**src/design/uie_pkg.sv**
```systemverilog
// Purpose: shared constants for the uart interrupt enable/identify block
// Assumes: 32-bit ahb-lite data, one aligned word per register
// Notes: all byte addresses are full 32-bit values
package uie_pkg;

    localparam logic [31:0] UIE_U0_DIV_HIGH_ADDR = 32'hffff0704;
    localparam logic [31:0] UIE_U0_IDENT_ADDR = 32'hffff0708;
    localparam logic [31:0] UIE_U0_IRQ_EN_ADDR = 32'hffff0710;
    localparam logic [31:0] UIE_U1_DIV_HIGH_ADDR = 32'hffff0744;
    localparam logic [31:0] UIE_U1_IDENT_ADDR = 32'hffff0748;
    localparam logic [31:0] UIE_U1_IRQ_EN_ADDR = 32'hffff0750;
    localparam logic [31:0] UIE_CTRL_ADDR = 32'hffff0780;
    localparam logic [31:0] UIE_EVT_STATUS_ADDR = 32'hffff0784;
    localparam logic [31:0] UIE_EVT_MASK_ADDR = 32'hffff0788;

    // interrupt enable field positions
    localparam int UIE_EN_MODEM_BIT = 3;
    localparam int UIE_EN_LINE_BIT = 2;
    localparam int UIE_EN_TX_BIT = 1;
    localparam int UIE_EN_RX_BIT = 0;
    localparam int UIE_EN_WIDTH = 4;

    // reset values
    localparam logic [7:0] UIE_IDENT_RESET = 8'h01;
    localparam logic [7:0] UIE_DIV_HIGH_RESET = 8'h00;
    localparam logic [3:0] UIE_IRQ_EN_RESET = 4'h0;
    localparam logic [1:0] UIE_CTRL_RESET = 2'h0;
    localparam logic [1:0] UIE_EVT_RESET = 2'h0;

    // identification fields
    localparam logic [1:0] UIE_MODE_NON_FIFO = 2'h0;
    localparam logic [1:0] UIE_MODE_FIFO = 2'h3;
    localparam logic [2:0] UIE_CAUSE_LINE = 3'h3;
    localparam logic [2:0] UIE_CAUSE_RX = 3'h2;
    localparam logic [2:0] UIE_CAUSE_TIMEOUT = 3'h6;
    localparam logic [2:0] UIE_CAUSE_TX = 3'h1;
    localparam logic [2:0] UIE_CAUSE_MODEM = 3'h0;

    typedef enum logic [3:0] {
        UIE_REG_NONE,
        UIE_REG_U0_DIV,
        UIE_REG_U0_IDENT,
        UIE_REG_U0_EN,
        UIE_REG_U1_DIV,
        UIE_REG_U1_IDENT,
        UIE_REG_U1_EN,
        UIE_REG_CTRL,
        UIE_REG_EVT_STATUS,
        UIE_REG_EVT_MASK
    } uie_reg_type;

    function automatic uie_reg_type uie_decode(input logic [31:0] addr);
        uie_reg_type r;
        r = UIE_REG_NONE;
        unique case (addr)
            UIE_U0_DIV_HIGH_ADDR: r = UIE_REG_U0_DIV;
            UIE_U0_IDENT_ADDR: r = UIE_REG_U0_IDENT;
            UIE_U0_IRQ_EN_ADDR: r = UIE_REG_U0_EN;
            UIE_U1_DIV_HIGH_ADDR: r = UIE_REG_U1_DIV;
            UIE_U1_IDENT_ADDR: r = UIE_REG_U1_IDENT;
            UIE_U1_IRQ_EN_ADDR: r = UIE_REG_U1_EN;
            UIE_CTRL_ADDR: r = UIE_REG_CTRL;
            UIE_EVT_STATUS_ADDR: r = UIE_REG_EVT_STATUS;
            UIE_EVT_MASK_ADDR: r = UIE_REG_EVT_MASK;
            default: r = UIE_REG_NONE;
        endcase
        return r;
    endfunction

endpackage

```
**src/design/uie_top.sv**
```systemverilog
// Purpose: ahb-lite register block for two uart channels' interrupt logic
// Assumes: all uart source flags are synchronous to hclk
// Notes: writes take no wait state, reads take one
//
// Function
// RULE1 - modem enable bit 3 requests interrupt while any flag [3:1] set
// RULE2 - line status enable bit 2 requests interrupt while any error flag set
// RULE3 - tx empty enable bit 1 requests interrupt when tx buffer goes empty
// RULE4 - without fifo, rx enable bit 0 requests on received character
// RULE5 - with fifo, rx enable bit 0 gates the trigger level request
// RULE6 - rx enable bit 0 also gates the receive timeout request
// RULE7 - each channel has a read/write divisor high byte, reset 0x00
// RULE8 - each channel has a read-only identification register, reset 0x01
// RULE9 - identification bits [7:6] read 0x0 without fifo, 0x3 with fifo
// RULE10 - identification bit 0 is one when nothing enabled is pending
// RULE11 - causes: line 011 first, rx 010, timeout 110, tx 001, modem 000
// RULE12 - interrupt enable bits [7:4] read zero and ignore writes
//
// Decided for this implementation: the AHB-Lite register port.
module uie_top
    import uie_pkg::*;
(
    input wire logic hclk,
    input wire logic hresetn,
    input wire logic hsel,
    input wire logic [31:0] haddr,
    input wire logic [1:0] htrans,
    input wire logic hwrite,
    input wire logic [2:0] hsize,
    input wire logic [31:0] hwdata,
    input wire logic hready,
    output logic hreadyout,
    output logic [31:0] hrdata,
    output logic hresp,

    input wire logic [3:1] modem_status_flags0,
    input wire logic [3:1] modem_status_flags1,
    input wire logic [3:0] line_status_flags0,
    input wire logic [3:0] line_status_flags1,
    input wire logic [1:0] tx_empty,
    input wire logic [1:0] tx_write,
    input wire logic [1:0] rx_data_ready,
    input wire logic [1:0] rx_trigger,
    input wire logic [1:0] rx_timeout,

    output logic [1:0] fifo_enable,
    output logic [7:0] divisor_high0,
    output logic [7:0] divisor_high1,
    output logic [1:0] uart_irq_request,
    output logic irq
);

    logic accept;
    logic wr_pend_q;
    logic rd_pend_q;
    uie_reg_type reg_q;
    logic [31:0] hrdata_q;

    logic [7:0] div0_q;
    logic [7:0] div1_q;
    logic [3:0] en0_q;
    logic [3:0] en1_q;
    logic [1:0] ctrl_q;

    logic [7:0] ident0;
    logic [7:0] ident1;
    logic [1:0] evt_status;
    logic [1:0] evt_mask;
    logic [31:0] rd_mux;
    logic wr_en;

    ////////////////////////////////////////////////////////////////////////
    // only hsize word transfers are expected, so hsize is not decoded
    assign accept = hsel & hready & htrans[1];
    assign wr_en = wr_pend_q;

    // latch the address phase; data acts next cycle
    always_ff @(posedge hclk or negedge hresetn) begin
        if (!hresetn) begin
            wr_pend_q <= 1'b0;
            rd_pend_q <= 1'b0;
            reg_q <= UIE_REG_NONE;
        end else begin
            if (hready) begin
                wr_pend_q <= accept & hwrite;
            end else begin
                wr_pend_q <= 1'b0;
            end
            rd_pend_q <= accept & ~hwrite;
            if (accept) begin
                reg_q <= uie_decode(haddr);
            end
        end
    end

    // the wait state lets a read see a write made just before it
    assign hreadyout = ~rd_pend_q;
    assign hresp = 1'b0;
    assign hrdata = hrdata_q;

    ////////////////////////////////////////////////////////////////////////
    // plain storage for the baud divider
    always_ff @(posedge hclk or negedge hresetn) begin
        if (!hresetn) begin
            div0_q <= UIE_DIV_HIGH_RESET;
            div1_q <= UIE_DIV_HIGH_RESET;
        end else if (wr_en) begin
            if (reg_q == UIE_REG_U0_DIV) begin
                div0_q <= hwdata[7:0]; // see RULE7
            end
            if (reg_q == UIE_REG_U1_DIV) begin
                div1_q <= hwdata[7:0]; // see RULE7
            end
        end
    end

    // upper enable bits have no storage
    always_ff @(posedge hclk or negedge hresetn) begin
        if (!hresetn) begin
            en0_q <= UIE_IRQ_EN_RESET;
            en1_q <= UIE_IRQ_EN_RESET;
        end else if (wr_en) begin
            if (reg_q == UIE_REG_U0_EN) begin
                en0_q <= hwdata[UIE_EN_WIDTH-1:0]; // see RULE12
            end
            if (reg_q == UIE_REG_U1_EN) begin
                en1_q <= hwdata[UIE_EN_WIDTH-1:0]; // see RULE12
            end
        end
    end

    always_ff @(posedge hclk or negedge hresetn) begin
        if (!hresetn) begin
            ctrl_q <= UIE_CTRL_RESET;
        end else if (wr_en && reg_q == UIE_REG_CTRL) begin
            ctrl_q <= hwdata[1:0];
        end
    end

    ////////////////////////////////////////////////////////////////////////
    // unmapped offsets read zero
    always_comb begin
        rd_mux = 32'h0000_0000;
        unique case (reg_q)
            UIE_REG_U0_DIV: rd_mux = {24'h00_0000, div0_q};
            UIE_REG_U0_IDENT: rd_mux = {24'h00_0000, ident0}; // see RULE8
            UIE_REG_U0_EN: rd_mux = {28'h000_0000, en0_q}; // see RULE12
            UIE_REG_U1_DIV: rd_mux = {24'h00_0000, div1_q};
            UIE_REG_U1_IDENT: rd_mux = {24'h00_0000, ident1}; // see RULE8
            UIE_REG_U1_EN: rd_mux = {28'h000_0000, en1_q}; // see RULE12
            UIE_REG_CTRL: rd_mux = {30'h0000_0000, ctrl_q};
            UIE_REG_EVT_STATUS: rd_mux = {30'h0000_0000, evt_status};
            UIE_REG_EVT_MASK: rd_mux = {30'h0000_0000, evt_mask};
            UIE_REG_NONE: rd_mux = 32'h0000_0000;
        endcase
    end

    // holds until the next read's wait cycle ends
    always_ff @(posedge hclk or negedge hresetn) begin
        if (!hresetn) begin
            hrdata_q <= 32'h0000_0000;
        end else if (rd_pend_q) begin
            hrdata_q <= rd_mux;
        end
    end

    ////////////////////////////////////////////////////////////////////////
    // each channel gets its own enable and fifo bit
    uie_channel u_ch0 (
        .hclk(hclk),
        .hresetn(hresetn),
        .irq_enable(en0_q),
        .fifo_enable(ctrl_q[0]),
        .modem_status_flags(modem_status_flags0),
        .line_status_flags(line_status_flags0),
        .tx_empty(tx_empty[0]),
        .tx_write(tx_write[0]),
        .rx_data_ready(rx_data_ready[0]),
        .rx_trigger(rx_trigger[0]),
        .rx_timeout(rx_timeout[0]),
        .ident_read(rd_pend_q && reg_q == UIE_REG_U0_IDENT),
        .ident(ident0),
        .irq_request(uart_irq_request[0])
    );

    uie_channel u_ch1 (
        .hclk(hclk),
        .hresetn(hresetn),
        .irq_enable(en1_q),
        .fifo_enable(ctrl_q[1]),
        .modem_status_flags(modem_status_flags1),
        .line_status_flags(line_status_flags1),
        .tx_empty(tx_empty[1]),
        .tx_write(tx_write[1]),
        .rx_data_ready(rx_data_ready[1]),
        .rx_trigger(rx_trigger[1]),
        .rx_timeout(rx_timeout[1]),
        .ident_read(rd_pend_q && reg_q == UIE_REG_U1_IDENT),
        .ident(ident1),
        .irq_request(uart_irq_request[1])
    );

    // a held request level sets status only once
    uie_irq u_irq (
        .hclk(hclk),
        .hresetn(hresetn),
        .request(uart_irq_request),
        .wr_status(wr_en && reg_q == UIE_REG_EVT_STATUS),
        .wr_mask(wr_en && reg_q == UIE_REG_EVT_MASK),
        .wdata(hwdata[1:0]),
        .status(evt_status),
        .mask(evt_mask),
        .irq(irq)
    );

    assign fifo_enable = ctrl_q;
    assign divisor_high0 = div0_q;
    assign divisor_high1 = div1_q;

    ////////////////////////////////////////////////////////////////////////
    property p_div_write;
        @(posedge hclk) disable iff (!hresetn)
        wr_en && reg_q == UIE_REG_U1_DIV
        |=> divisor_high1 == $past(hwdata[7:0]);
    endproperty
    a_div_write: assert property (p_div_write) // see RULE7
        else $error("divisor high byte not stored");

    property p_ident_read;
        @(posedge hclk) disable iff (!hresetn)
        rd_pend_q && reg_q == UIE_REG_U0_IDENT
        |=> hreadyout && hrdata == {24'h00_0000, $past(ident0)};
    endproperty
    a_ident_read: assert property (p_ident_read) // see RULE8
        else $error("identification read returned wrong value");

    property p_en_upper;
        @(posedge hclk) disable iff (!hresetn)
        rd_pend_q && (reg_q == UIE_REG_U0_EN || reg_q == UIE_REG_U1_EN)
        |=> hrdata[31:4] == 28'h000_0000;
    endproperty
    a_en_upper: assert property (p_en_upper) // see RULE12
        else $error("enable upper bits not zero");

    c_read: cover property (@(posedge hclk) disable iff (!hresetn)
        accept && !hwrite ##1 !hreadyout ##1 hreadyout);
    c_irq: cover property (@(posedge hclk) disable iff (!hresetn)
        $rose(irq));

    // bus timing, storage, request and irq consistency checks
    property p_read_wait;
        @(posedge hclk) disable iff (!hresetn)
        accept && !hwrite |=> !hreadyout ##1 hreadyout;
    endproperty
    a_read_wait: assert property (p_read_wait)
        else $error("read wait state wrong");

    property p_write_fast;
        @(posedge hclk) disable iff (!hresetn)
        accept && hwrite |=> hreadyout;
    endproperty
    a_write_fast: assert property (p_write_fast)
        else $error("write was stalled");

    property p_div0_write;
        @(posedge hclk) disable iff (!hresetn)
        wr_en && reg_q == UIE_REG_U0_DIV |=> div0_q == $past(hwdata[7:0]);
    endproperty
    a_div0_write: assert property (p_div0_write) // see RULE7
        else $error("divisor0 not stored");

    property p_en_write;
        @(posedge hclk) disable iff (!hresetn)
        wr_en && reg_q == UIE_REG_U1_EN |=> en1_q == $past(hwdata[3:0]);
    endproperty
    a_en_write: assert property (p_en_write) // see RULE12
        else $error("enable bits not stored");

    property p_ctrl_write;
        @(posedge hclk) disable iff (!hresetn)
        wr_en && reg_q == UIE_REG_CTRL |=> ctrl_q == $past(hwdata[1:0]);
    endproperty
    a_ctrl_write: assert property (p_ctrl_write) // see RULE9
        else $error("fifo enable not stored");

    property p_req_ident;
        @(posedge hclk) disable iff (!hresetn)
        uart_irq_request == ~{ident1[0], ident0[0]};
    endproperty
    a_req_ident: assert property (p_req_ident) // see RULE10
        else $error("request disagrees with ident");

    property p_irq_level;
        @(posedge hclk) disable iff (!hresetn)
        irq == |(evt_status & evt_mask);
    endproperty
    a_irq_level: assert property (p_irq_level)
        else $error("irq disagrees with status");

    c_write: cover property (@(posedge hclk) disable iff (!hresetn)
        accept && hwrite ##1 wr_en);

endmodule

```
**src/design/uie_channel.sv**
```systemverilog
// Purpose: interrupt cause selection and identification for one channel
// Assumes: source flags come from logic on hclk
// Notes: identification value is combinational, read through hrdata flop
module uie_channel
    import uie_pkg::*;
(
    input wire logic hclk,
    input wire logic hresetn,
    input wire logic [3:0] irq_enable,
    input wire logic fifo_enable,
    input wire logic [3:1] modem_status_flags,
    input wire logic [3:0] line_status_flags,
    input wire logic tx_empty,
    input wire logic tx_write,
    input wire logic rx_data_ready,
    input wire logic rx_trigger,
    input wire logic rx_timeout,
    input wire logic ident_read,
    output logic [7:0] ident,
    output logic irq_request
);

    logic tx_empty_prev_q;
    logic tx_pend_q;
    logic tx_rise;
    logic line_req;
    logic rx_req;
    logic to_req;
    logic tx_req;
    logic ms_req;
    logic no_irq_pending;
    logic [2:0] cause;

    ////////////////////////////////////////////////////////////////////////
    always_ff @(posedge hclk or negedge hresetn) begin
        if (!hresetn) begin
            // empty buffer is the idle level, so no edge at reset
            tx_empty_prev_q <= 1'b1;
        end else begin
            tx_empty_prev_q <= tx_empty;
        end
    end

    assign tx_rise = tx_empty & ~tx_empty_prev_q;

    // set wins, so an empty edge during the clearing read is kept
    always_ff @(posedge hclk or negedge hresetn) begin
        if (!hresetn) begin
            tx_pend_q <= 1'b0;
        end else if (tx_rise) begin
            tx_pend_q <= 1'b1; // see RULE3
        end else if (tx_write || (ident_read && !no_irq_pending
                                  && cause == UIE_CAUSE_TX)) begin
            tx_pend_q <= 1'b0;
        end
    end

    ////////////////////////////////////////////////////////////////////////
    assign ms_req = irq_enable[UIE_EN_MODEM_BIT]
                    & (|modem_status_flags); // see RULE1
    assign line_req = irq_enable[UIE_EN_LINE_BIT]
                      & (|line_status_flags); // see RULE2
    assign tx_req = irq_enable[UIE_EN_TX_BIT] & tx_pend_q; // see RULE3
    // see RULE4 see RULE5
    assign rx_req = irq_enable[UIE_EN_RX_BIT]
                    & (fifo_enable ? rx_trigger : rx_data_ready);
    // timeout only exists with the fifo on
    assign to_req = irq_enable[UIE_EN_RX_BIT] & fifo_enable
                    & rx_timeout; // see RULE6

    always_comb begin
        no_irq_pending = 1'b0;
        cause = UIE_CAUSE_MODEM;
        if (line_req) begin
            cause = UIE_CAUSE_LINE; // see RULE11
        end else if (rx_req) begin
            cause = UIE_CAUSE_RX;
        end else if (to_req) begin
            cause = UIE_CAUSE_TIMEOUT;
        end else if (tx_req) begin
            cause = UIE_CAUSE_TX;
        end else if (ms_req) begin
            cause = UIE_CAUSE_MODEM;
        end else begin
            no_irq_pending = 1'b1; // see RULE10
        end
    end

    // see RULE8 see RULE9
    assign ident = {fifo_enable ? UIE_MODE_FIFO : UIE_MODE_NON_FIFO,
                    2'b00, cause, no_irq_pending};
    assign irq_request = ~no_irq_pending;

    ////////////////////////////////////////////////////////////////////////
    property p_modem;
        @(posedge hclk) disable iff (!hresetn)
        irq_enable[3] && (|modem_status_flags) |-> !no_irq_pending;
    endproperty
    a_modem: assert property (p_modem) // see RULE1
        else $error("modem status did not raise a request");

    property p_line;
        @(posedge hclk) disable iff (!hresetn)
        irq_enable[2] && (|line_status_flags)
        |-> ident[3:1] == 3'h3 && !ident[0];
    endproperty
    a_line: assert property (p_line) // see RULE2
        else $error("line status not reported first");

    property p_tx;
        @(posedge hclk) disable iff (!hresetn)
        irq_enable[1] && $rose(tx_empty) ##1 irq_enable[1]
        |-> irq_request;
    endproperty
    a_tx: assert property (p_tx) // see RULE3
        else $error("tx empty edge gave no request");

    property p_rx_plain;
        @(posedge hclk) disable iff (!hresetn)
        !fifo_enable && irq_enable[0] && rx_data_ready && !line_req
        |-> ident[3:0] == 4'h4;
    endproperty
    a_rx_plain: assert property (p_rx_plain) // see RULE4
        else $error("receive data cause missing");

    property p_rx_fifo;
        @(posedge hclk) disable iff (!hresetn)
        fifo_enable && irq_enable[0] && rx_trigger && !line_req
        |-> ident[3:0] == 4'h4;
    endproperty
    a_rx_fifo: assert property (p_rx_fifo) // see RULE5
        else $error("trigger level cause missing");

    property p_rx_gate;
        @(posedge hclk) disable iff (!hresetn)
        !irq_enable[0] |-> ident[0] || (ident[3:1] != 3'h2
                                        && ident[3:1] != 3'h6);
    endproperty
    a_rx_gate: assert property (p_rx_gate) // see RULE6
        else $error("receive cause shown while disabled");

    property p_mode;
        @(posedge hclk) disable iff (!hresetn)
        ident[7:6] == (fifo_enable ? 2'h3 : 2'h0) && ident[5:4] == 2'h0;
    endproperty
    a_mode: assert property (p_mode) // see RULE9
        else $error("fifo mode flag wrong");

    property p_none;
        @(posedge hclk) disable iff (!hresetn)
        ident[0] == !(line_req || rx_req || to_req || tx_req || ms_req);
    endproperty
    a_none: assert property (p_none) // see RULE10
        else $error("no-pending bit disagrees with sources");

    property p_order;
        @(posedge hclk) disable iff (!hresetn)
        to_req && tx_req && !line_req && !rx_req
        |-> ident[3:0] == 4'hc;
    endproperty
    a_order: assert property (p_order) // see RULE11
        else $error("timeout did not beat tx empty");

    c_timeout: cover property (@(posedge hclk) disable iff (!hresetn)
        ident[3:0] == 4'hc);
    c_tx_cleared: cover property (@(posedge hclk) disable iff (!hresetn)
        tx_pend_q ##1 !tx_pend_q);

endmodule

```
**src/design/uie_irq.sv**
```systemverilog
// Purpose: sticky event status, mask and the single interrupt line
// Assumes: events are request rises of each channel
// Notes: write one to clear; a new event in the same cycle wins
module uie_irq
    import uie_pkg::*;
(
    input wire logic hclk,
    input wire logic hresetn,
    input wire logic [1:0] request,
    input wire logic wr_status,
    input wire logic wr_mask,
    input wire logic [1:0] wdata,
    output logic [1:0] status,
    output logic [1:0] mask,
    output logic irq
);

    logic [1:0] req_prev_q;
    logic [1:0] status_q;
    logic [1:0] status_d;
    logic [1:0] mask_q;
    logic [1:0] mask_d;
    logic irq_q;

    always_comb begin
        status_d = status_q;
        if (wr_status) begin
            status_d = status_q & ~wdata;
        end
        status_d = status_d | (request & ~req_prev_q);
        mask_d = wr_mask ? wdata : mask_q;
    end

    always_ff @(posedge hclk or negedge hresetn) begin
        if (!hresetn) begin
            req_prev_q <= UIE_EVT_RESET;
            status_q <= UIE_EVT_RESET;
            mask_q <= UIE_EVT_RESET;
            irq_q <= 1'b0;
        end else begin
            req_prev_q <= request;
            status_q <= status_d;
            mask_q <= mask_d;
            irq_q <= |(status_d & mask_d);
        end
    end

    assign status = status_q;
    assign mask = mask_q;
    assign irq = irq_q;

endmodule

```
**config.mk**
```make
export PLATFORM = sky130hd
export DESIGN_NAME = uie_top
export DESIGN_NICKNAME = d
export VERILOG_FILES = /design/src/design/uie_pkg.sv /design/src/design/uie_top.sv /design/src/design/uie_channel.sv /design/src/design/uie_irq.sv
export SDC_FILE = /design/constraint.sdc
export NUM_CORES = 1
export LEC_CHECK = 0
export ABC_AREA = 1
export BUFFER_PORTS_ARGS = -buffer_cell sky130_fd_sc_hd__buf_2
export CORE_MARGIN = 1
export CORE_UTILIZATION = 35
export CTS_BUF_LIST = sky130_fd_sc_hd__clkbuf_2
export CTS_CLUSTER_DIAMETER = 30
export CTS_CLUSTER_SIZE = 8
export DETAILED_ROUTE_END_ITERATION = 10
export GPL_TIMING_DRIVEN = 0
export PLACE_DENSITY = 0.64
export REMOVE_ABC_BUFFERS = 1
export SLEW_MARGIN = 10
export SYNTH_ARGS = -nofsm -noshare
export SYNTH_HDL_FRONTEND = slang
export SYNTH_SLANG_ARGS = --single-unit
```
**constraint.sdc**
```tcl
create_clock -name hclk -period 3 [get_ports hclk]
set_input_delay 0.3 -clock hclk [delete_from_list [all_inputs] [get_ports hclk]]
set_output_delay 0.3 -clock hclk [all_outputs]
set_load 0.005 [all_outputs]
```
==> results of run 1 <==
[area by class of cell]
type                    instances  area [um2]  area share, %
flip-flops and latches         51        1279          36.04
multi-input cells             315        1374          38.72
inverters                      49       183.9          5.183
clock buffers                   6       30.03         0.8463
repair buffers                103       538.0          15.16
well taps                     105       131.4          3.702
clock inverters                 2       12.51         0.3526
[power groups by stage]
| stage | logic (uW) | clock network, uW | registers, uW |
|---|---|---|---|
| after CTS | 139 | 289 | 717 |
| after global placement | 131 | 0 | 728 |
| after global routing | 161 | 312 | 719 |
| after detailed placement | 135 | 0 | 728 |
| after floorplan | 52.7 | 0 | 728 |
| final | 138 | 279 | 717 |
[placed cells by master, fill, tap and decap left out, drive strengths merged]
master	instances
nand2	135
buf	99
nor2	60
dfrtp	49
inv	48
o21ai	42
nand3	25
conb	25
a21oi	10
clkbuf	6
nor3	5
nand4	5
o211ai	4
dlygate4sd3	4
clkinv	3
dfstp	2
or2	1
o21a	1
nand3b	1
a21o	1
[worst max-delay path: cells and delay by family, from the launching register on]
kind	cells	cell delay, ns
AND/OR/NAND/NOR	5	0.81
buffers and inverters	1	0.16
flip-flops	1	0.50
[sequential cells by signal, indices dropped and copies added (netlist names), 2 cells and up]
name,flops
en0_q,4
u_irq.mask,2
u_irq.req_prev_q,2
divisor_high0,8
divisor_high1,8
hrdata,8
fifo_enable,2
en1_q,4
reg_q,4
u_irq.status,2
[stage by stage]
step                      power [uW]  setup WS [ns]  utilization, %
after floorplan                780.8          1.672               -
after global placement         859.6          1.342           41.94
after detailed placement       863.5          1.312           41.94
after CTS                       1145         0.7960           42.82
after global routing            1192         0.6558           42.97
final                           1134         0.8213           42.97
[kinds of logic (layout without fill, tap and decap cells)]
| kind of cell | after synthesis | count (layout) | synth area share, % |
|---|---|---|---|
| AOI/OAI and AO/OA | 58 | 58 | 10.59 |
| other | 1 | 25 | 0.1255 |
| buffers and inverters | 82 | 160 | 14.27 |
| and+or+nand+nor | 232 | 232 | 32.23 |
| DFF | 51 | 51 | 42.78 |
[per-layer routing]
layer  GRT usage [%]  vias to the layer above  share of wire (%)
li1                -                     1489                  -
met1           23.43                     1331                 45
met2           29.83                      113                 48
met3           1.771                        9                5.5
met4           5.000                        0                1.4
met5               0                        -                  0
[what timing repair did]
action / in CTS / in global routing
endpoints found under the hold margin: 3 / 49
buffers inserted: 0 / 0
hold buffers: 3 / 1
[worst paths after layout]
check	slack (ns)	startpoint	endpoint
min in group asynchronous	0.37	hresetn	hrdata[7]$_DFFE_PN0P_
worst min-delay path	0.07	hwdata[5]	divisor_high1[5]$_DFFE_PN0P_
worst min register to register	0.49	u_irq.req_prev_q[0]$_DFF_PN0_	u_irq.status[0]$_DFF_PN0_
worst max-delay path	0.82	fifo_enable[0]$_DFFE_PN0P_	uart_irq_request[0]
worst max register to register	1.32	reg_q[0]$_DFFE_PN0P_	hrdata[3]$_DFFE_PN0P_
max in group asynchronous	2.15	hresetn	en1_q[1]$_DFFE_PN0P_
==> key figures, run 1 <==
Outcome
  • Outcome: finished clean

Hold path
  • Min-delay worst type: in2reg
  • Hold path cells: 3

Cells and area
  • Layout cell share with drive strength beyond 1: 23.95%
  • Count of non-filler cells in the finished layout: 631
  • Fill cell count: 892
  • Diode count: 0
  • Nets: 623
  • Syn-to-layout area delta: 18.71%
  • Post-route cell area: 3548 um2

STA
  • Setup Skew: 0.03465 ns
  • Worst Tran Pin Value: 0.6582 ns
  • Fin Hold WS: 0.07068 ns
  • Fin crit period: 2.179 ns
  • Relative slew slack: 56.12%
  • Slew Limit Fails: 0
  • Post-route setup TNS: 0 ns
  • RSZ-0062 raised after global routing: no
  • Final Hold Fails: 0
  • Tcrit/Tclk final: 72.62%
  • FMAX: 0.4590 GHz
  • Final-report setup violation count: 0

Routing
  • 1st-iter DRT viols: 182
  • Detailed-router iteration count before antenna repair: 4
  • Post-Route WL: 7461 um
  • Routed len/inst: 11.82 um
  • Antenna Violating Nets Remaining: 0
  • Vias/cell: 4.662
  • Vias after detailed routing: 2942
  • DRC Markers: 0

Synthesis
  • EDFF count, synth: 0
  • Synth Instances: 424
  • Top-area cell type share of the netlist area: 41.02%
  • Synthesized area per cell: 7.050 um2
  • Most used DFF post-synth: dfrtp_1
  • Syn Std Cell Area: 2989 um2
  • Synth cell types: 29
  • Synth area leaders: dfrtp_1 (41%), nand2_1 (16%), buf_4 (7.3%)
  • FFs w/ async S/R, synth: 100.0%
  • Yosys reg bits: 51
  • Area leader, netlist: dfrtp_1
  • Post-synthesis sequential area ratio: 42.78%
  • Top post-synthesis cells by count: nand2_1 (131), nor2_1 (56), dfrtp_1 (49), inv_1 (41), buf_4 (29)
  • Top-count cell post-synth: nand2_1
  • Yosys warnings: 0

Placement
  • Detailed Place HPWL: 5768 um
  • Dpl cell area: 3463 um2
  • Port Buf Inserts: 99
  • RePlAce Congestion: 0.8664
  • Dpl cells: 619

Setup path
  • CP Class: reg2out
  • Crit-path cells: or2_1, nand2_1, nand2_1, nor2_1, nand2_1, buf_2
  • Cell mode on critical path: nand2_1
  • Worst Path Max Fanout: 6
  • Startpoint class of the critical path: flip-flop
  • WP data required: 2.70 ns
  • Reg2reg path depth: 8
  • Peak per-stage delay on the critical path: 0.50 ns
  • Critical-path top delay cell: dfrtp_1
  • Arr. time, crit path: 1.88 ns
  • CP endpoint kind: primary output

Floorplan
  • Core area: 8258 um2
  • Die area: 8914 um2
  • Initial core utilization: 36.20%
  • Die height: 94.42 um
  • Site Rows: 33
  • Die W: 94.42 um
  • I/O Pins: 153

Clocking
  • Number of gates resized after CTS: 0
  • # H-tree levels: 2
  • Latest clock arrival within the worst-skew pair: 0.44 ns
  • Clk root buf: clkbuf_2
  • Maximum clock path buffer count: 2
  • Clk slew on worst S/H paths: 0.25 ns
  • TritonCTS clock tree: built
  • Number of buffers created by CTS: 5
  • Clock sink total: 51

Power
  • Leak: 0.002013 uW
  • Switching part of the total power: 26.91%
  • Clock share of power: 24.6%
  • Comb pwr share: 12.2%
  • Register share of total power: 63.2%
  • VDD IR max: 0.1524 mV
  • Internal power: 828.5 uW
  • Switching pwr: 305.0 uW
  • Pwr dens: 319.4 nW/um2

Global route
  • Largest net degree at the start of global routing: 52
  • Initial antenna violation count: 0
  • First-pass GRT wire length: 12250 um
  • Global route overflow: 0
  • Vias in the first global route: 2659
  • GRT Overall Usage: 17.48%

Job
  • Maxcap violations: 0
No activity file was read; power rests on OpenSTA's default activity.
==> run 2, diff against run 1 <==
Settings changed: PLACE_DENSITY 0.64 to 0.67.
Clock period 3 ns to 1.9 ns, I/O delays scaled along.
==> run 2 against run 1 <==
Wire length rose by 0.28%. Combinational power is 72% higher. Clock skew decreased by 0.0028 ns. Non-clock buffer count rose by 14. Largest power group unchanged.
==> key figures, run 2 (same netlist as run 1, synthesis figures left out) <==
Outcome
  • Outcome: finished clean

STA
  • Fin crit period: 1.865 ns
  • Tcrit/Tclk final: 98.18%
  • Relative slew slack: 56.41%
  • Final-report setup violation count: 0
  • FMAX: 0.5361 GHz
  • Final Hold Fails: 0
  • Worst Tran Pin Value: 0.6539 ns
  • RSZ-0062 raised after global routing: yes
  • Setup Skew: 0.03189 ns
  • Slew Limit Fails: 0
  • Fin Hold WS: 0.02559 ns
  • Worst setup margin: 0.03456 ns

Cells and area
  • Sequential cell area: 1281 um2
  • Fill cell count: 859
  • Diode count: 0
  • Nets: 637
  • Commonest non-fill, non-tap cells in the layout: nand2_1 (128), buf_2 (98), nor2_1 (55)
  • Syn-to-layout area delta: 23.57%
  • Area of the multi-input gates: 1394 um2
  • Commonest non-fill, non-tap cell in the layout: nand2_1
  • Layout cell share with drive strength beyond 1: 25.93%

Routing
  • Antenna Violating Nets Remaining: 0
  • Routed len/inst: 11.60 um
  • Vias after detailed routing: 2947
  • DRC Markers: 0
  • Post-Route WL: 7482 um
  • 1st-iter DRT viols: 182
  • Detailed-router iteration count before antenna repair: 4
  • Vias/cell: 4.569

Setup path
  • Crit path max-delay family: simple AND/OR/NAND/NOR gates
  • Worst Path Max Fanout: 4
  • Setup crit end: uart_irq_request[0]
  • RR Startpoint: reg_q[0]$_DFFE_PN0P_
  • RR Endpoint: hrdata[3]$_DFFE_PN0P_
  • WP data required: 1.71 ns
  • Arr. time, crit path: 1.68 ns
  • Startpoint class of the critical path: flip-flop
  • Crit path depth: 6
  • FF-to-FF setup slack: 0.29 ns
  • CP endpoint kind: primary output
  • Crit-path cells: or2_1, nand2_2, nand2_4, nor2_4, nand2_2, buf_2
  • Cell mode on critical path: nand2_2
  • CP Class: reg2out
  • Peak per-stage delay on the critical path: 0.49 ns
  • Worst Setup SP: fifo_enable[0]$_DFFE_PN0P_
  • Reg2reg path depth: 8
  • Critical-path top delay cell: dfrtp_2
  • Worst path bufs/invs: 1

Placement
  • Place WS: 0.3316 ns
  • RePlAce Congestion: 0.9315
  • Detailed Place HPWL: 5555 um
  • Port Buf Inserts: 99

Global route
  • Vias in the first global route: 2789
  • First-pass GRT wire length: 12570 um
  • Global route overflow: 0
  • Initial antenna violation count: 0
  • GRT Overall Usage: 17.84%
  • Largest net degree at the start of global routing: 52

Power
  • Switching part of the total power: 27.80%
  • Register share of total power: 62.2%
  • Leak: 0.002076 uW
  • VDD IR max: 0.2210 mV
  • Switching pwr: 506.2 uW
  • Pwr dens: 493.0 nW/um2
  • Internal power: 1315 uW
  • Clock share of power: 24.9%
  • Comb pwr share: 13.0%

Clocking
  • Maximum clock path buffer count: 2
  • # H-tree levels: 2
  • Number of buffers created by CTS: 5
  • Latest clock arrival within the worst-skew pair: 0.44 ns
  • Clock sink total: 51
  • Clk root buf: clkbuf_2
  • TritonCTS clock tree: built
  • Clk slew on worst S/H paths: 0.27 ns

Hold path
  • Min-delay worst type: in2reg

Floorplan
  • Die area: 8914 um2
  • I/O Pins: 153
  • Die height: 94.42 um
  • Die W: 94.42 um
  • Initial core utilization: 36.20%
  • Core area: 8258 um2
  • Site Rows: 33

Job
  • Maxcap violations: 0
==> run 2: cell type report <==
type                    instances  area share (%)
clock buffers                   5          0.6775
clock inverters                 3          0.5420
inverters                      49           4.980
multi-input cells             315           37.74
flip-flops and latches         51           34.69
well taps                     105           3.557
repair buffers                117           17.82
==> run 2: what timing repair did <==
| action | 4_1_cts | 5_1_grt |
|---|---|---|
| hold buffers | 10 | 0 |
| endpoints found under the setup margin | 2 | 2 |
| hold endpoints to repair | 63 | 0 |
| setup buffers | 3 | 5 |
| gates resized for setup | 7 | 1 |
| pin swaps | 1 | 5 |
==> run 2: worst register-to-register path, cell delays in order (launching register included) <==
cell and delay, ns:
dfrtp_1 0.59, nand2_2 0.18, o21ai_4 0.30, inv_2 0.16, o21ai_1 0.12, nor2_1 0.06, nand3_1 0.08, nand2_1 0.06
nand2_1 0.05
==> run 2: worst min-delay path by stage <==
stage	from	cells past startpoint	slack, ns	endpoint
after floorplan	hresetn	0	-0.11	divisor_high0[0]$_DFFE_PN0P_
after CTS	hwdata[2]	3	0.02	en0_q[2]$_DFFE_PN0P_
after global placement	tx_empty[0]	1	0.31	u_ch0.tx_empty_prev_q$_DFF_PN1_
after detailed placement	tx_empty[1]	1	0.31	u_ch1.tx_empty_prev_q$_DFF_PN1_
final	hwdata[2]	3	0.03	en1_q[2]$_DFFE_PN0P_
after global routing	hwdata[2]	3	0.007	en0_q[2]$_DFFE_PN0P_
==> run 2: power by group through the flow <==
stage	clock (uW)	sequential [uW]	combinational, uW
finish	453	1130	237
global route	504	1140	274
CTS	464	1130	233
detailed placement	0	1150	214
global placement	0	1150	208
floorplan	0	1150	83.2
==> run 2: layer usage <==
| layer | share of wire, % | vias up | global-route usage (%) | routed length [um] |
|---|---|---|---|---|
| met4 | 0.94 | 0 | 4.231 | 70 |
| met1 | 43 | 1321 | 22.55 | 3229 |
| met5 | 0 | - | 0 | 0 |
| li1 | - | 1508 | - | - |
| met3 | 6.1 | 7 | 2.415 | 457 |
| met2 | 50 | 111 | 32.00 | 3725 |
==> run 2: through the flow <==
step	setup TNS (ns)	power (uW)	instance area [um2]	util (%)	std cells
after floorplan	0	1233	2836	-	415
after global placement	0	1358	3463	41.94	619
after detailed placement	0	1364	3463	41.94	619
after CTS	-0.005677	1829	3649	44.18	640
after global routing	-0.1047	1916	3694	44.73	645
final	0	1821	3694	44.73	645
==> run 3, diff against run 2 <==
Settings changed: PLACE_DENSITY 0.67 to 0.64.
Clock period 1.9 ns to 2.16 ns, I/O delays scaled along.
==> run 3 against run 2 <==
Combinational power decreased by 16%. Clock-buffer cell count increased by 1. Die area unchanged. Power decreased by 13%. Setup slack improved by 0.12 ns. Design area decreased by 2.5%. Worst hold slack improved by 0.048 ns. Clock skew about the same. Sequential share of layout area increased by 0.84 points. Critical path type unchanged.
==> key figures, run 3 (same netlist as run 1, synthesis figures left out) <==
STA
  • Worst setup margin: 0.1529 ns
  • Final-report setup violation count: 0
  • Worst Tran Pin Value: 0.6595 ns
  • Relative slew slack: 56.03%
  • Slew Limit Fails: 0
  • FMAX: 0.4982 GHz
  • Post-route setup TNS: 0 ns
  • Setup Skew: 0.03145 ns
  • Tcrit/Tclk final: 92.92%
  • Fin crit period: 2.007 ns
  • RSZ-0062 raised after global routing: no
  • Final Hold Fails: 0

Clocking
  • TritonCTS clock tree: built
  • Latest clock arrival within the worst-skew pair: 0.43 ns
  • Maximum clock path buffer count: 2
  • Clock sink total: 51
  • Number of buffers created by CTS: 5
  • Clk root buf: clkbuf_2
  • Clk slew on worst S/H paths: 0.21 ns
  • Post-CTS setup buffer count: 0
  • # H-tree levels: 2

Routing
  • Detailed-router iteration count before antenna repair: 5
  • Vias after detailed routing: 2994
  • Antenna Violating Nets Remaining: 0
  • Post-Route WL: 7561 um
  • Vias/cell: 4.708
  • 1st-iter DRT viols: 183
  • DRC Markers: 0
  • Routed len/inst: 11.89 um

Power
  • Comb pwr share: 12.6%
  • Switching pwr: 421.1 uW
  • Pwr dens: 438.0 nW/um2
  • VDD IR max: 0.2086 mV
  • Leak: 0.002034 uW
  • Register share of total power: 63.1%
  • Internal power: 1157 uW
  • Clock share of power: 24.3%
  • Switching part of the total power: 26.69%

Outcome
  • Outcome: finished clean

Setup path
  • CP endpoint kind: primary output
  • WP data required: 1.94 ns
  • Startpoint class of the critical path: flip-flop
  • Arr. time, crit path: 1.79 ns
  • Worst Path Max Fanout: 6
  • CP Class: reg2out

Floorplan
  • Core area: 8258 um2
  • Initial core utilization: 36.20%
  • Die height: 94.42 um
  • Site Rows: 33
  • Die area: 8914 um2
  • I/O Pins: 153
  • Die W: 94.42 um

Placement
  • RePlAce Congestion: 0.8664
  • Place WS: 0.5488 ns
  • Detailed Place HPWL: 5768 um
  • Port Buf Inserts: 99

Job
  • Maxcap violations: 0

Cells and area
  • Area of the multi-input gates: 1376 um2
  • Nets: 628
  • Sequential cell area: 1280 um2
  • Commonest non-fill, non-tap cell in the layout: nand2_1
  • Syn-to-layout area delta: 20.51%
  • Commonest non-fill, non-tap cells in the layout: nand2_1 (131), buf_2 (98), nor2_1 (55)
  • Diode count: 0
  • Fill cell count: 893
  • Layout cell share with drive strength beyond 1: 24.11%

Global route
  • Vias in the first global route: 2686
  • Initial antenna violation count: 0
  • Global route overflow: 0
  • Largest net degree at the start of global routing: 52
  • First-pass GRT wire length: 12320 um
  • GRT Overall Usage: 17.57%

Hold path
  • Min-delay worst type: in2reg
==> run 3: changes by cell type in the layout (fill, tap and decap cells not counted) <==
cell and delta:
buf_4 -8, dfrtp_1 +1, dfrtp_2 -1, clkinvlp_4 -1, dlygate4sd3_1 -1, nand2_2 -2
nand2_4 -1, nor2_2 +1, nand2_1 +3, nor2_4 -1, clkbuf_2 +1
==> run 3: worst max-delay path, stage by stage (launching register included) <==
cell and delay (ns):
dfrtp_2 0.50, or2_1 0.22, nand2_1 0.09, nand2_1 0.11, nor2_2 0.18, nand2_1 0.14
buf_2 0.15
==> run 3: area by class of cell <==
class	count	area share, %
clock buffers	6	0.8336
clock inverters	2	0.3473
inverters	49	5.106
multi-input cells	315	38.21
flip-flops and latches	51	35.53
well taps	105	3.647
repair buffers	108	16.33
==> run 3: power groups by stage <==
| stage | sequential (uW) | combinational, uW | clock [uW] |
|---|---|---|---|
| detailed placement | 1010 | 188 | 0 |
| CTS | 996 | 201 | 402 |
| floorplan | 1010 | 73.2 | 0 |
| global route | 999 | 231 | 433 |
| global placement | 1010 | 182 | 0 |
| finish | 995 | 199 | 383 |
==> run 3: per-stage QoR <==
step / total power, uW / utilization [%] / area (um2) / instances / hold slack [ns]
after floorplan: 1084 / - / 2836 / 415 / -0.07959
after global placement: 1194 / 41.94 / 3463 / 619 / 0.3334
after detailed placement: 1199 / 41.94 / 3463 / 619 / 0.3332
after CTS: 1598 / 43.55 / 3596 / 636 / 0.04964
after global routing: 1664 / 43.62 / 3602 / 636 / 0.05107
final: 1578 / 43.62 / 3602 / 636 / 0.07373
==> run 3: final timing paths <==
path	start	end	slack, ns	cells after the start
setup / recovery	fifo_enable[0]$_DFFE_PN0P_	uart_irq_request[0]	0.15	6
hold / removal	tx_write[1]	u_ch1.tx_pend_q$_DFFE_PN0P_	0.07	4
setup reg to reg	reg_q[0]$_DFFE_PN0P_	hrdata[3]$_DFFE_PN0P_	0.47	8
hold reg to reg	u_irq.req_prev_q[0]$_DFF_PN0_	u_irq.status[0]$_DFF_PN0_	0.49	3
max in group asynchronous	hresetn	fifo_enable[0]$_DFFE_PN0P_	1.35	2
min in group asynchronous	hresetn	hrdata[7]$_DFFE_PN0P_	0.30	2
==> run 3: metal layers <==
metal  global-route usage, %  up-vias  part of all wire (%)
met2                   30.07      120                    49
met5                       0        -                     0
met1                   23.53     1364                    44
met4                   5.000        0                   1.2
met3                   1.691        8                   6.0
li1                        -     1502                     -
==> run 3: timing repair <==
item	CTS	global route
hold endpoints to repair	41	0
hold buffers	9	0
endpoints found under the setup margin	0	1
gates resized for setup	0	2
